==> src/common/phy_timing_pkg.sv <==
// Package: timing constants, modes and line states of the MAC-side media timing block
package phy_timing_pkg;

    localparam int CLK_NS = 10;
    localparam int CW = 8;
    localparam int SYNC_CYC = 2;
    localparam int NIB_W = 4;
    localparam int WORD_W = 5;
    localparam int MARK_BIT = 4;

    // Nearest whole cycle, never below one
    function automatic logic [CW-1:0] ns_to_cyc(input int ns);
        int c;
        c = (ns + CLK_NS / 2) / CLK_NS;
        if (c < 1)
        begin
            c = 1;
        end
        return c[CW-1:0];
    endfunction

    localparam int BIT100_NS = 10;
    localparam int BIT10_NS = 100;
    localparam int TX100_HALF_NS = 20;
    localparam int TX10N_HALF_NS = 200;
    localparam int TXSER_HI_NS = 25;
    localparam int TXSER_LO_NS = 75;
    localparam int RX10N_HALF_NS = 200;
    localparam int RXSER_HALF_NS = 50;
    localparam int TX100_LAT_BITS = 5;
    localparam int TX10_LAT_TENTHS = 35;
    localparam int CRS_ON_BITS = 20;
    localparam int CRS_OFF_BITS = 24;
    localparam int RX_LAT_BITS = 24;
    localparam int EOP_HI_NS = 300;
    localparam int EOP_MIN_NS = 250;

    localparam logic [CW-1:0] ONE_C = CW'(1);
    localparam logic [CW-1:0] BIT100_CYC = ns_to_cyc(BIT100_NS);
    localparam logic [CW-1:0] BIT10_CYC = ns_to_cyc(BIT10_NS);
    localparam logic [CW-1:0] TX100_HALF_CYC = ns_to_cyc(TX100_HALF_NS);
    localparam logic [CW-1:0] TX10N_HALF_CYC = ns_to_cyc(TX10N_HALF_NS);
    localparam logic [CW-1:0] TXSER_HI_CYC = ns_to_cyc(TXSER_HI_NS);
    // Low phase takes the rest of the bit; rounding both halves up would break 10 MHz
    localparam logic [CW-1:0] TXSER_LO_CYC = ns_to_cyc(BIT10_NS) - TXSER_HI_CYC;
    localparam logic [CW-1:0] RX10N_HALF_CYC = ns_to_cyc(RX10N_HALF_NS);
    localparam logic [CW-1:0] RXSER_HALF_CYC = ns_to_cyc(RXSER_HALF_NS);
    localparam logic [CW-1:0] TX100_LEAD_CYC = ns_to_cyc(TX100_LAT_BITS * BIT100_NS);
    localparam logic [CW-1:0] TX10_LEAD_CYC = ns_to_cyc(TX10_LAT_TENTHS * BIT10_NS / 10);
    localparam logic [CW-1:0] EOP_CYC = ns_to_cyc(EOP_HI_NS);
    localparam logic [CW-1:0] EOP_MIN_CYC = CW'((EOP_MIN_NS + CLK_NS - 1) / CLK_NS);
    // Line-side figures lose the input synchroniser delay
    localparam logic [CW-1:0] CRS100_ON_CYC = ns_to_cyc(CRS_ON_BITS * BIT100_NS - SYNC_CYC * CLK_NS);
    localparam logic [CW-1:0] CRS100_OFF_CYC = ns_to_cyc(CRS_OFF_BITS * BIT100_NS - SYNC_CYC * CLK_NS);
    localparam logic [CW-1:0] CRS10_ON_CYC = ns_to_cyc(CRS_ON_BITS * BIT10_NS - SYNC_CYC * CLK_NS);
    localparam logic [CW-1:0] CRS10_OFF_CYC = ns_to_cyc(CRS_OFF_BITS * BIT10_NS - SYNC_CYC * CLK_NS);
    localparam logic [CW-1:0] RX100_LAT_CYC = ns_to_cyc(RX_LAT_BITS * BIT100_NS - SYNC_CYC * CLK_NS);
    localparam logic [CW-1:0] RX10_LAT_CYC = ns_to_cyc(RX_LAT_BITS * BIT10_NS - SYNC_CYC * CLK_NS);

    typedef enum logic [1:0] {
        MODE_100 = 2'h0,
        MODE_10NIB = 2'h1,
        MODE_10SER = 2'h3
    } mode_t;

    typedef enum logic [1:0] {
        TXS_IDLE = 2'h0,
        TXS_LEAD = 2'h1,
        TXS_DATA = 2'h3,
        TXS_TAIL = 2'h2
    } tx_state_t;

endpackage

==> src/design/phy_media_timing.sv <==
// Top: MAC-side clocks, sampling edges and line latencies of one 10/100 port
`timescale 1ns/1ps
// What this block does
// - 100M: J begins 5 bit times after first TX clock rise with enable.
// - 100M: T begins 5 bit times after first TX clock rise without enable.
// - 100M: carrier sense 20 bits after J; receive data 24 bits latency.
// - 100M: carrier sense drops 24 bit times after first T bit.
// - 100M: bit time 10 ns; TX and RX clocks 20 ns high, 20 low.
// - 10M nibble mode samples transmit data and enable on TX clock fall.
// - 10M nibble mode TX clock is 200 ns high, 200 ns low.
// - 10M nibble receive outputs settle 200 ns before RX clock rise.
// - RX clock may stretch a phase on source change, never shorten it.
// - 10M bit time is 100 ns, the unit of all 10M latencies.
// - Serial mode TX clock 30 ns high, 70 low, sampled on rise.
// - Serial RX clock 50/50 ns; receive bit and valid change on fall.
// - 10M line output starts 3.5 bit times after the sampling edge.
// - 10M end of packet holds line high 300 ns, never under 250.
module phy_media_timing
    import phy_timing_pkg::*;
#(
    parameter int FIFO_DEPTH = 32
)
(
    input wire logic CLK_SYS,
    input wire logic RSTN,
    input wire logic [1:0] MODE_SEL,
    input wire logic TX_EN,
    input wire logic [NIB_W-1:0] TXD,
    output logic TX_CLK,
    output logic RX_CLK,
    output logic [NIB_W-1:0] RXD,
    output logic RX_DV,
    output logic CRS,
    output logic TX_LOST,
    output logic LINE_TXD,
    output logic LINE_TX_ACTIVE,
    output logic LINE_TX_SOS,
    output logic LINE_TX_EOS,
    input wire logic LINE_RCLK,
    input wire logic LINE_RX_ACTIVE,
    input wire logic LINE_RXD
);
    if (FIFO_DEPTH < 4)
    begin : g_chk
        $error("FIFO_DEPTH must be at least 4");
    end
    if (EOP_CYC < EOP_MIN_CYC)
    begin : g_eop_chk
        $error("end of packet high time below its minimum");
    end

    function automatic logic [CW-1:0] tx_half(input mode_t m, input logic hi);
        unique case (m)
            MODE_100: return TX100_HALF_CYC;
            MODE_10NIB: return TX10N_HALF_CYC;
            MODE_10SER: return hi ? TXSER_HI_CYC : TXSER_LO_CYC;
        endcase
    endfunction

    function automatic logic [CW-1:0] rx_half(input mode_t m);
        unique case (m)
            MODE_100: return TX100_HALF_CYC;
            MODE_10NIB: return RX10N_HALF_CYC;
            MODE_10SER: return RXSER_HALF_CYC;
        endcase
    endfunction

    // Pin synchronisers
    logic [1:0] mode_q1;
    logic [1:0] mode_q2;
    logic txen_q1;
    logic txen_s;
    logic [NIB_W-1:0] txd_q1;
    logic [NIB_W-1:0] txd_s;
    logic ract_q1;
    logic ract_s;
    logic rclk_q1;
    logic rclk_s;
    logic rclk_d;
    logic rxd_q1;
    logic rxd_s;

    always_ff @(posedge CLK_SYS or negedge RSTN)
    begin
        if (!RSTN)
        begin
            {mode_q1, mode_q2} <= '0;
            {txen_q1, txen_s, txd_q1, txd_s} <= '0;
            {ract_q1, ract_s, rclk_q1, rclk_s, rclk_d, rxd_q1, rxd_s} <= '0;
        end
        else
        begin
            mode_q1 <= MODE_SEL;
            mode_q2 <= mode_q1;
            txen_q1 <= TX_EN;
            txen_s <= txen_q1;
            txd_q1 <= TXD;
            txd_s <= txd_q1;
            ract_q1 <= LINE_RX_ACTIVE;
            ract_s <= ract_q1;
            rclk_q1 <= LINE_RCLK;
            rclk_s <= rclk_q1;
            rclk_d <= rclk_s;
            rxd_q1 <= LINE_RXD;
            rxd_s <= rxd_q1;
        end
    end

    // The unused code 2'b10 falls back to 100M
    wire mode_t mode = (mode_q2 == 2'h2) ? MODE_100 : mode_t'(mode_q2);
    wire m100 = (mode == MODE_100);
    wire m10nib = (mode == MODE_10NIB);
    wire m10ser = (mode == MODE_10SER);
    wire [CW-1:0] bit_cyc = m100 ? BIT100_CYC : BIT10_CYC;
    wire [2:0] word_bits = m10ser ? 3'h1 : 3'h4;
    wire rcv_edge = rclk_s && !rclk_d;

    // Transmit clock divider
    logic tx_clk;
    logic [CW-1:0] tx_cnt;
    wire [CW-1:0] tx_len = tx_half(mode, tx_clk);
    wire tx_phase_end = (tx_cnt >= tx_len - ONE_C);
    wire tx_rise_ev = tx_phase_end && !tx_clk;
    wire tx_fall_ev = tx_phase_end && tx_clk;
    // MAC launches on rise, so nibble data is steady at the fall
    wire samp_ev = m10nib ? tx_fall_ev : tx_rise_ev;

    always_ff @(posedge CLK_SYS or negedge RSTN)
    begin
        if (!RSTN)
        begin
            tx_clk <= 1'b0;
            tx_cnt <= '0;
        end
        else if (tx_phase_end)
        begin
            tx_clk <= !tx_clk;
            tx_cnt <= '0;
        end
        else
        begin
            tx_cnt <= tx_cnt + ONE_C;
        end
    end
    assign TX_CLK = tx_clk;

    // Transmit sampling into the FIFO; a marker word closes each packet
    logic tx_busy;
    wire push_ev = samp_ev && (txen_s || tx_busy);
    wire start_ev = samp_ev && txen_s && !tx_busy;
    wire stop_ev = samp_ev && !txen_s && tx_busy;
    wire fifo_in_ready;
    wire fifo_out_valid;
    wire [WORD_W-1:0] fifo_out_data;
    wire [WORD_W-1:0] fifo_in_data = {!txen_s, m10ser ? {3'h0, txd_s[0]} : txd_s};

    always_ff @(posedge CLK_SYS or negedge RSTN)
    begin
        if (!RSTN)
        begin
            tx_busy <= 1'b0;
            TX_LOST <= 1'b0;
        end
        else
        begin
            if (samp_ev)
            begin
                tx_busy <= txen_s;
            end
            // Loss at the first sample still sticks
            if (push_ev && !fifo_in_ready)
            begin
                TX_LOST <= 1'b1;
            end
            else if (start_ev)
            begin
                TX_LOST <= 1'b0;
            end
        end
    end

    // Line-side serialiser
    tx_state_t tx_state;
    logic [CW-1:0] line_cnt;
    logic [CW-1:0] bit_tmr;
    logic [2:0] bits_left;
    logic [NIB_W-1:0] tx_shift;
    wire bit_done = (bit_tmr >= bit_cyc - ONE_C);
    wire lead_pop = (tx_state == TXS_LEAD) && (line_cnt == '0);
    wire data_pop = (tx_state == TXS_DATA) && bit_done && (bits_left == 3'h1);
    wire pop = fifo_out_valid && (lead_pop || data_pop);
    wire take = pop && !fifo_out_data[MARK_BIT];
    wire endw = pop && fifo_out_data[MARK_BIT];
    wire tail_done = (tx_state == TXS_TAIL) && (line_cnt == '0);
    // Count covers the FIFO pass and the IDLE cycle
    wire [CW-1:0] lead_len = (m100 ? TX100_LEAD_CYC : TX10_LEAD_CYC) - ONE_C - ONE_C;
    wire [CW-1:0] tail_len = m100 ? ONE_C : EOP_CYC;

    media_fifo #(
        .W(WORD_W),
        .DEPTH(FIFO_DEPTH)
    ) u_fifo (
        .clk(CLK_SYS),
        .rst_n(RSTN),
        .in_valid(push_ev),
        .in_ready(fifo_in_ready),
        .in_data(fifo_in_data),
        .out_valid(fifo_out_valid),
        .out_ready(lead_pop || data_pop),
        .out_data(fifo_out_data)
    );

    always_ff @(posedge CLK_SYS or negedge RSTN)
    begin
        if (!RSTN)
        begin
            tx_state <= TXS_IDLE;
            line_cnt <= '0;
            LINE_TX_ACTIVE <= 1'b0;
            LINE_TX_SOS <= 1'b0;
            LINE_TX_EOS <= 1'b0;
        end
        else
        begin
            LINE_TX_SOS <= take && (tx_state == TXS_LEAD);
            LINE_TX_EOS <= endw;
            unique case (tx_state)
                TXS_IDLE:
                begin
                    if (fifo_out_valid)
                    begin
                        tx_state <= TXS_LEAD;
                        line_cnt <= lead_len;
                    end
                end
                TXS_LEAD:
                begin
                    if (line_cnt != '0)
                    begin
                        line_cnt <= line_cnt - ONE_C;
                    end
                    else if (take)
                    begin
                        tx_state <= TXS_DATA;
                        LINE_TX_ACTIVE <= 1'b1;
                    end
                end
                TXS_DATA:
                begin
                    if (endw)
                    begin
                        tx_state <= TXS_TAIL;
                        line_cnt <= tail_len - ONE_C;
                    end
                end
                TXS_TAIL:
                begin
                    if (tail_done)
                    begin
                        tx_state <= TXS_IDLE;
                        LINE_TX_ACTIVE <= 1'b0;
                    end
                    else
                    begin
                        line_cnt <= line_cnt - ONE_C;
                    end
                end
            endcase
        end
    end

    // Bit stream, low bit of each nibble first
    always_ff @(posedge CLK_SYS or negedge RSTN)
    begin
        if (!RSTN)
        begin
            LINE_TXD <= 1'b0;
            tx_shift <= '0;
            bits_left <= '0;
            bit_tmr <= '0;
        end
        else if (take)
        begin
            LINE_TXD <= fifo_out_data[0];
            tx_shift <= fifo_out_data[NIB_W-1:0];
            bits_left <= word_bits;
            bit_tmr <= '0;
        end
        else if (endw)
        begin
            // High whatever the last bit was
            LINE_TXD <= 1'b1;
        end
        else if (tail_done)
        begin
            LINE_TXD <= 1'b0;
        end
        else if (tx_state == TXS_DATA && !bit_done)
        begin
            bit_tmr <= bit_tmr + ONE_C;
        end
        else if (tx_state == TXS_DATA && bits_left > 3'h1)
        begin
            LINE_TXD <= tx_shift[1];
            tx_shift <= tx_shift >> 1;
            bits_left <= bits_left - 3'h1;
            bit_tmr <= '0;
        end
    end

    // Carrier sense with separate on and off delays
    logic [CW-1:0] crs_cnt;
    wire [CW-1:0] crs_len = ract_s ? (m100 ? CRS100_ON_CYC : CRS10_ON_CYC)
                                   : (m100 ? CRS100_OFF_CYC : CRS10_OFF_CYC);

    always_ff @(posedge CLK_SYS or negedge RSTN)
    begin
        if (!RSTN)
        begin
            CRS <= 1'b0;
            crs_cnt <= '0;
        end
        else if (ract_s == CRS)
        begin
            crs_cnt <= '0;
        end
        else if (crs_cnt >= crs_len - ONE_C)
        begin
            CRS <= ract_s;
            crs_cnt <= '0;
        end
        else
        begin
            crs_cnt <= crs_cnt + ONE_C;
        end
    end

    // Receive clock: local divider, phases held for the recovered edge when locked
    logic rx_clk;
    logic [CW-1:0] rx_cnt;
    logic rcv_seen;
    wire [CW-1:0] rx_len = rx_half(mode);
    wire rx_phase_end = (rx_cnt >= rx_len - ONE_C) && (!ract_s || rcv_seen || rcv_edge);
    wire rx_fall_ev = rx_phase_end && rx_clk;

    always_ff @(posedge CLK_SYS or negedge RSTN)
    begin
        if (!RSTN)
        begin
            rx_clk <= 1'b0;
            rx_cnt <= '0;
            rcv_seen <= 1'b0;
        end
        else if (rx_phase_end)
        begin
            rx_clk <= !rx_clk;
            rx_cnt <= '0;
            rcv_seen <= 1'b0;
        end
        else
        begin
            // Saturating, so a stretched phase only ever grows
            if (rx_cnt < rx_len - ONE_C)
            begin
                rx_cnt <= rx_cnt + ONE_C;
            end
            if (rcv_edge)
            begin
                rcv_seen <= 1'b1;
            end
        end
    end
    assign RX_CLK = rx_clk;

    // Receive deserialiser and latency gate
    logic [NIB_W-1:0] rx_sreg;
    logic [2:0] rx_nb;
    logic [NIB_W-1:0] rx_hold;
    logic rx_hold_v;
    logic [CW-1:0] lat_cnt;
    wire [CW-1:0] rx_lat = m100 ? RX100_LAT_CYC : RX10_LAT_CYC;
    wire rx_open = (lat_cnt >= rx_lat);
    wire [NIB_W-1:0] rx_next = {rxd_s, rx_sreg[NIB_W-1:1]};
    wire rx_word = rcv_edge && ract_s && (rx_nb == word_bits - 3'h1);

    always_ff @(posedge CLK_SYS or negedge RSTN)
    begin
        if (!RSTN)
        begin
            rx_sreg <= '0;
            rx_nb <= '0;
            lat_cnt <= '0;
        end
        else
        begin
            lat_cnt <= !ract_s ? '0 : (rx_open ? lat_cnt : lat_cnt + ONE_C);
            if (!ract_s || rx_word)
            begin
                rx_nb <= '0;
            end
            else if (rcv_edge)
            begin
                rx_nb <= rx_nb + 3'h1;
            end
            if (rcv_edge && ract_s)
            begin
                rx_sreg <= rx_next;
            end
        end
    end

    always_ff @(posedge CLK_SYS or negedge RSTN)
    begin
        if (!RSTN)
        begin
            rx_hold <= '0;
            rx_hold_v <= 1'b0;
            RXD <= '0;
            RX_DV <= 1'b0;
        end
        else
        begin
            if (rx_fall_ev)
            begin
                // Change on the fall leaves a half period before the MAC samples
                RXD <= rx_hold;
                RX_DV <= rx_hold_v && rx_open && ract_s;
                rx_hold_v <= 1'b0;
            end
            // A new word wins over the clear
            if (rx_word)
            begin
                rx_hold <= m10ser ? {3'h0, rxd_s} : rx_next;
                rx_hold_v <= 1'b1;
            end
        end
    end

    // Checks
    localparam int A_LEAD100 = int'(TX100_LEAD_CYC) + 1;
    localparam int A_LEAD10 = int'(TX10_LEAD_CYC) + 1;
    localparam int A_T10H = int'(TX10N_HALF_CYC) - 1;
    localparam int A_CRS_ON = int'(CRS100_ON_CYC);
    localparam int A_CRS_OFF = int'(CRS100_OFF_CYC);
    localparam int A_EOP_REST = int'(EOP_CYC) - 8;
endmodule

==> src/design/media_fifo.sv <==
// Synchronous FIFO with valid/ready on both sides
`timescale 1ns/1ps
module media_fifo
#(
    parameter int W = 5,
    parameter int DEPTH = 32
)
(
    input wire logic clk,
    input wire logic rst_n,
    input wire logic in_valid,
    output logic in_ready,
    input wire logic [W-1:0] in_data,
    output logic out_valid,
    input wire logic out_ready,
    output logic [W-1:0] out_data
);
    localparam int AW = $clog2(DEPTH);

    if (DEPTH < 2 || (1 << AW) != DEPTH)
    begin : g_chk
        $error("media_fifo depth must be a power of two of at least 2");
    end

    logic [W-1:0] mem [DEPTH];
    logic [AW:0] wr_ptr;
    logic [AW:0] rd_ptr;

    wire full = (wr_ptr[AW] != rd_ptr[AW]) && (wr_ptr[AW-1:0] == rd_ptr[AW-1:0]);
    wire empty = (wr_ptr == rd_ptr);
    wire do_wr = in_valid && !full;
    wire do_rd = out_ready && !empty;

    assign in_ready = !full;
    assign out_valid = !empty;
    assign out_data = mem[rd_ptr[AW-1:0]];

    always_ff @(posedge clk)
    begin
        if (do_wr)
        begin
            mem[wr_ptr[AW-1:0]] <= in_data;
        end
    end

    always_ff @(posedge clk or negedge rst_n)
    begin
        if (!rst_n)
        begin
            wr_ptr <= '0;
            rd_ptr <= '0;
        end
        else
        begin
            if (do_wr)
            begin
                wr_ptr <= wr_ptr + 1'b1;
            end
            if (do_rd)
            begin
                rd_ptr <= rd_ptr + 1'b1;
            end
        end
    end
endmodule

==> config.mk <==
export PLATFORM = sky130hd
export DESIGN_NAME = phy_media_timing
export DESIGN_NICKNAME = d
export VERILOG_FILES = /design/src/common/phy_timing_pkg.sv /design/src/design/phy_media_timing.sv /design/src/design/media_fifo.sv
export SDC_FILE = /design/constraint.sdc
export NUM_CORES = 1
export LEC_CHECK = 0
export BUFFER_PORTS_ARGS = -buffer_cell sky130_fd_sc_hd__buf_2
export CAP_MARGIN = 20
export CORE_ASPECT_RATIO = 1.2
export CORE_MARGIN = 1
export CORE_UTILIZATION = 30
export CTS_CLUSTER_SIZE = 12
export DETAILED_ROUTE_END_ITERATION = 10
export GPL_TIMING_DRIVEN = 1
export REMOVE_ABC_BUFFERS = 1
export SLEW_MARGIN = 5
export SYNTH_ARGS = -nofsm -noshare
export SYNTH_HDL_FRONTEND = slang
export SYNTH_HIERARCHICAL = 1
export SYNTH_SLANG_ARGS = --single-unit
==> constraint.sdc <==
create_clock -name CLK_SYS -period 9.15 [get_ports CLK_SYS]
set_clock_uncertainty 0.15 [all_clocks]
set_input_delay 1.83 -clock CLK_SYS [delete_from_list [all_inputs] [get_ports CLK_SYS]]
set_output_delay 1.83 -clock CLK_SYS [all_outputs]
set_load 0.02 [all_outputs]
# After elaboration in Yosys (flattened, before gate mapping)
# Memories as Yosys holds them, arrays and structs flattened.
# Index checks and enable logic that the tools add are counted.
[totals]
n_memories = 1
wordCells = 217
reg_bits = 117
ramBits = 160
inputBits = 12
[classes]
mux = 66
reduce_logical = 60
addsub = 18
n_lt_le_gt_ge = 7
n_eq_ne = 24
n_bitwise = 1
[mem_list]
columns = ["memory", "words", "width", "rd", "rd_ports_with_merged_regs", "wr", "line_no", "rtl"]
rows = [
  ["u_fifo.mem", 32, 5, 1, 0, 1, "media_fifo.sv:25", "logic [W-1:0] mem [DEPTH];"],
]
[ops]
columns = ["cell", "count"]
rows = [
  ["8-bit two-way mux", 19],
  ["8-bit one-hot mux with 3 select lines", 2],
  ["8-bit by 1-bit adder with 8-bit output (second input constant)", 5],
  ["8-bit greater-or-equal comparator", 5],
  ["4-bit two-way mux", 8],
  ["8-bit one-hot mux with 4 select lines", 1],
  ["8-bit by 1-bit subtractor with 8-bit output (second input constant)", 4],
  ["3-bit two-way mux", 9],
  ["1-bit logical AND", 25],
  ["2-bit inequality test (second input constant)", 10],
  ["1-bit two-way mux", 17],
  ["2-bit nonzero test", 7],
  ["6-bit by 1-bit adder with 6-bit output (second input constant)", 2],
  ["2-bit two-way mux", 6],
  ["4-bit AND reduction", 3],
  ["1-bit zero test", 10],
  ["2-bit == test (second input constant)", 4],
  ["8-bit zero test", 1],
  ["8-bit < comparator", 1],
  ["2-bit one-hot mux with 4 select lines", 1],
  ["8-bit nonzero test", 1],
  ["7-bit by 2-bit subtractor with 8-bit output (second input constant)", 1],
  ["6-bit by 1-bit subtractor with 7-bit output (second input constant)", 1],
  ["6-bit == test", 1],
  ["24 further kinds", 32],
]

# Logic depth before layout (Yosys ltp)
[logic_depth]
ltp_word = 14
ltp_mapped = 14
depth_no_buf = 12

# By module
# The synthesis kept the hierarchy.
[modules_own_cells]
columns = ["module", "n_inst", "seq_area_each_um2", "cells_per_inst", "area_each_um2"]
rows = [
  ["media_fifo", 1, 5104.9, 397, 7080.5],
  ["phy_media_timing", 1, 2577.5, 484, 5083.6],
]

# Least setup slack after synthesis
# OpenSTA, ideal clock, no wires.
[synth_timing]
kind = "flip-flop to flip-flop"
from = "register mode_q2[0]"
to = "memory u_fifo.mem[29][0], enable pin"
path_stages_with_launch = 15
arrival_ns = 2.884
synth_period_minus_slack_ns = 3.373
path_slack_ns = 5.777
cell_sequence = "dfrtp_1 clkbuf_1 nand2_1 clkbuf_1 or2_2 ha_1 nand2_1 o21ai_0 a31o_2 nand2_1 nor2_1 inv_1 a41oi_4 nand2_1 nor2_1"
[synth_via]
elab_chain_len = 12
[synth_rtl]
columns = ["item", "line_no", "rtl"]
rows = [
  ["start, declared", "phy_media_timing.sv:70", "logic [1:0] mode_q2;"],
  ["start signal, assigned", "phy_media_timing.sv:94", "mode_q2 <= mode_q1;"],
  ["2-bit == test", "phy_media_timing.sv:110", "wire mode_t mode = (mode_q2 == 2'h2) ? MODE_100 : mode_t'(mode_q2);"],
  ["2-bit two-way mux (*)", "phy_media_timing.sv:110", ""],
  ["2-bit == test (tied with other cells)", "--", ""],
  ["8-bit one-hot mux with 3 select lines", "phy_media_timing.sv:53", "unique case (m)"],
  ["8-bit by 1-bit subtractor with 8-bit output", "phy_media_timing.sv:122", "wire tx_phase_end = (tx_cnt >= tx_len - ONE_C);"],
  ["8-bit greater-or-equal comparator", "phy_media_timing.sv:122", ""],
  ["1-bit logical AND (on tied branches)", "phy_media_timing.sv:123, phy_media_timing.sv:124", ""],
  ["1-bit two-way mux (*)", "phy_media_timing.sv:126", "wire samp_ev = m10nib ? tx_fall_ev : tx_rise_ev;"],
  ["1-bit logical AND (*)", "phy_media_timing.sv:149", "wire push_ev = samp_ev && (txen_s || tx_busy);"],
  ["named net push_ev", "phy_media_timing.sv:149", ""],
  ["1-bit logical AND (*)", "media_fifo.sv:31", "wire do_wr = in_valid && !full;"],
  ["1-bit two-way mux (*)", "media_fifo.sv:40", "if (do_wr)"],
  ["1-bit two-way mux (not written as such) (*)", "media_fifo.sv:42", "mem[wr_ptr[AW-1:0]] <= in_data;"],
  ["end, declared", "media_fifo.sv:25", ""],
]
# Mark *: on every way through the listed nets, which the timed path passes. The rest lies on a longest branch. The select of a mux whose other input is x is not followed.

# Worst setup path after layout
[layout_timing]
from = "register mode_q2[0]"
to = "memory u_fifo.mem[5][2], enable pin"
# Same word-level chain as after synthesis.

==> qor.txt <==
Yosys reg bits - 275
I/O pin total - 25
Gate Count Post-Synth - 881
Die area - 41400 um2
Share of layout cells above drive strength 1 - 15.3%
Fin Hold WS - 0.194 ns
Status - finished clean
CTS Buf Count - 29
CP max FO - 14
Top_reg_cell synth - edfxtp_1
Leakage power - 5.28 nW
Number of flops mapped to enable cells by yosys - 160
Most frequent cells in the layout - 160 x edfxtp_1, 114 x dfrtp_1, 84 x nor2_1
GPL Wtd Cong - 0.755
Cell area after synthesis - 12200 um2
R2r setup slk - 4.78 ns
Layout area overhead - 13.4%
Final setup margin - 4.78 ns
# DRC - 0
Relative slew slack - 37.9%
Critical R2R Capture - u_fifo/mem[5][2]$_DFFE_PP_
Critical path arrival - 4.43 ns
Critical Path End - u_fifo/mem[5][2]$_DFFE_PP_
GR Util All Layers - 12.2%
CTS max path bufs - 3
CP Capture Type - register
Setup_tns - 0 ns
Hpwl dp - 15600 um
Buffers added on ports - 24
Pin count of the biggest net entering global routing - 70
RR Startpoint - mode_q2[0]$_DFF_PN0_
Die height - 223 um
Cell area power density - 279 nW/um2
DR vias - 6909
Register area - 7680 um2
Commonest non-fill, non-tap cell in the layout - edfxtp_1
Max Slew Vio Count - 0
Post-CTS Hold Buffers - 0
Async set-reset flop share out of synthesis - 41.8%
Htree depth - 1
Clk slew on worst S/H paths - 0.06 ns
Worst endpoint required time - 9.21 ns
DR iter-0 viols - 415
Worst-case reg-to-reg path depth - 12
Clk Latency, worst-skew pair - 0.56 ns
Initial Util - 30.5%
Synthesized area per cell - 13.8 um2
Slew @ Worst Pin - 0.932 ns
Vias per cell - 4.70
CP startpoint - mode_q2[0]$_DFF_PN0_
Critical path class - reg -> reg
Hold Fails Final Rpt - 0
Initial antenna violation count - 0
Post CTS Setup Buffer Count - 0
Routed wire per std cell - 16.8 um
Fin crit period - 4.37 ns
Global route overflow - 0
Antenna Diode Count - 0
Tightest Hold Check Type - reg -> reg
Fin util - 34.6%
Setup violators final - 0
Drt first pass iters - 4
Width of the die - 186 um
Layout Nets - 971
Final Power - 3.85 mW
Placed Cells - 1416
Max-cap violations - 0
Area occupied by multi-input gates - 4220 um2
Cell Count, Final, Fillers Out - 1469
Fmax achieved - 0.229 GHz
Row cnt - 80
Resized Gates After CTS - 0
Synth warn - 6
Place WS - 4.76 ns
CTS tree - yes
Unique cell type count in the Yosys netlist - 76
RSZ-0062 raised after global routing - false
Post-detailed-routing wire length - 24600 um
Global-route wire length before repair - 39200 um
Worst vdd ir - 0.154 mV
Post-DP Area - 12900 um2
Startpoint types - register
Clock Sinks - 275
Vias in the first global route - 7042
Register area share after synthesis - 63.2%
Fin crit share - 47.8%
Fin area - 13800 um2
Fillers - 3926
Core area - 39800 um2
Clock Tree Root - clkbuf_16
DRT antenna net count - 0
how the worst min path moves through the flow:
stage | startpoint | to | slack (ns) | depth (start not counted)
global placement | rxd_q1$_DFF_PN0_ | rxd_s$_DFF_PN0_ | 0.18 | 0
global route | mode_q1[0]$_DFF_PN0_ | mode_q2[0]$_DFF_PN0_ | 0.20 | 0
finish | mode_q1[0]$_DFF_PN0_ | mode_q2[0]$_DFF_PN0_ | 0.19 | 0
floorplan | mode_q1[0]$_DFF_PN0_ | mode_q2[0]$_DFF_PN0_ | 0.18 | 0
detailed placement | txd_q1[1]$_DFF_PN0_ | txd_s[1]$_DFF_PN0_ | 0.18 | 0
CTS | rxd_q1$_DFF_PN0_ | rxd_s$_DFF_PN0_ | 0.20 | 0
cell families (layout without fill, tap and decap cells):
| group | Yosys count | after routing | synth area share, % |
|---|---|---|---|
| flip-flops | 275 | 275 | 63.2 |
| buffers and inverters | 61 | 115 | 2.24 |
| XOR/XNOR | 41 | 41 | 3.08 |
| AND/OR/NAND/NOR | 290 | 290 | 11.5 |
| AO/OA/AOI/OAI | 107 | 107 | 6.13 |
| adder cells (fa/ha/maj) | 45 | 45 | 4.63 |
| other | 2 | 3 | 0.0617 |
| multiplexers | 60 | 60 | 9.18 |
synth_stat cells (10+ instances only):
library cell	instances	share of area [%]
o21ai_1	12	0.49
nand3_1	34	1.4
xnor2_1	19	1.4
edfxtp_1	160	39
o21ai_0	29	1.2
and2_1	10	0.51
mux4_2	40	7.4
nor2_1	84	2.6
nand2b_1	24	1.2
xor2_1	20	1.4
a21oi_1	20	0.82
inv_1	31	0.96
dfrtp_1	115	24
clkbuf_1	15	0.46
mux2_2	11	1.0
ha_1	45	4.6
nand2_1	82	2.5
worst max-delay path, cell delays in order, from the launching register on:
cell and delay (ns):
dfrtp_1 0.64, nand2_1 0.42, or2_2 0.40, ha_1 0.28
nand2_1 0.04, o21ai_0 0.19, a31o_2 0.31, nand2_1 0.11
nor2_1 0.12, inv_1 0.08, a41oi_4 0.34, nand2_1 0.44
nor2_1 0.50
area by class of cell:
cell class	count	area share, %
repair buffers	30	1.22
multi-input cells	546	30.6
clock inverters	7	0.753
clock buffers	46	6.02
inverters	32	0.871
flip-flops and latches	275	55.7
well taps	533	4.84
report_power, final:
group | switching (mW) | total (mW) | leakage, nW | internal, mW
Clock | 0.470 | 1.15 | 0.456 | 0.678
Sequential | 0.122 | 1.57 | 2.92 | 1.45
Combinational | 0.655 | 1.13 | 1.90 | 0.478
Total | 1.25 | 3.85 | 5.28 | 2.61
metal layers:
| metal | GRT usage, % | part of all wire (%) | up-vias | wire length [um] |
|---|---|---|---|---|
| met2 | 20.9 | 50 | 138 | 12300 |
| met4 | 3.54 | 2.5 | 0 | 611 |
| met3 | 1.98 | 4.1 | 38 | 1020 |
| met5 | 0 | 0 | - | 0 |
| li1 | - | - | 3291 | - |
| met1 | 15.7 | 44 | 3442 | 10700 |
registers in the layout, indices dropped and copies added, names as in the netlist, 6 cells and up:
name           cells
rx_cnt             8
u_fifo/mem       160
tx_cnt             8
u_fifo/wr_ptr      6
crs_cnt            8
line_cnt           8
bit_tmr            8
u_fifo/rd_ptr      6
lat_cnt            8
(Power assumes the default switching activity.)
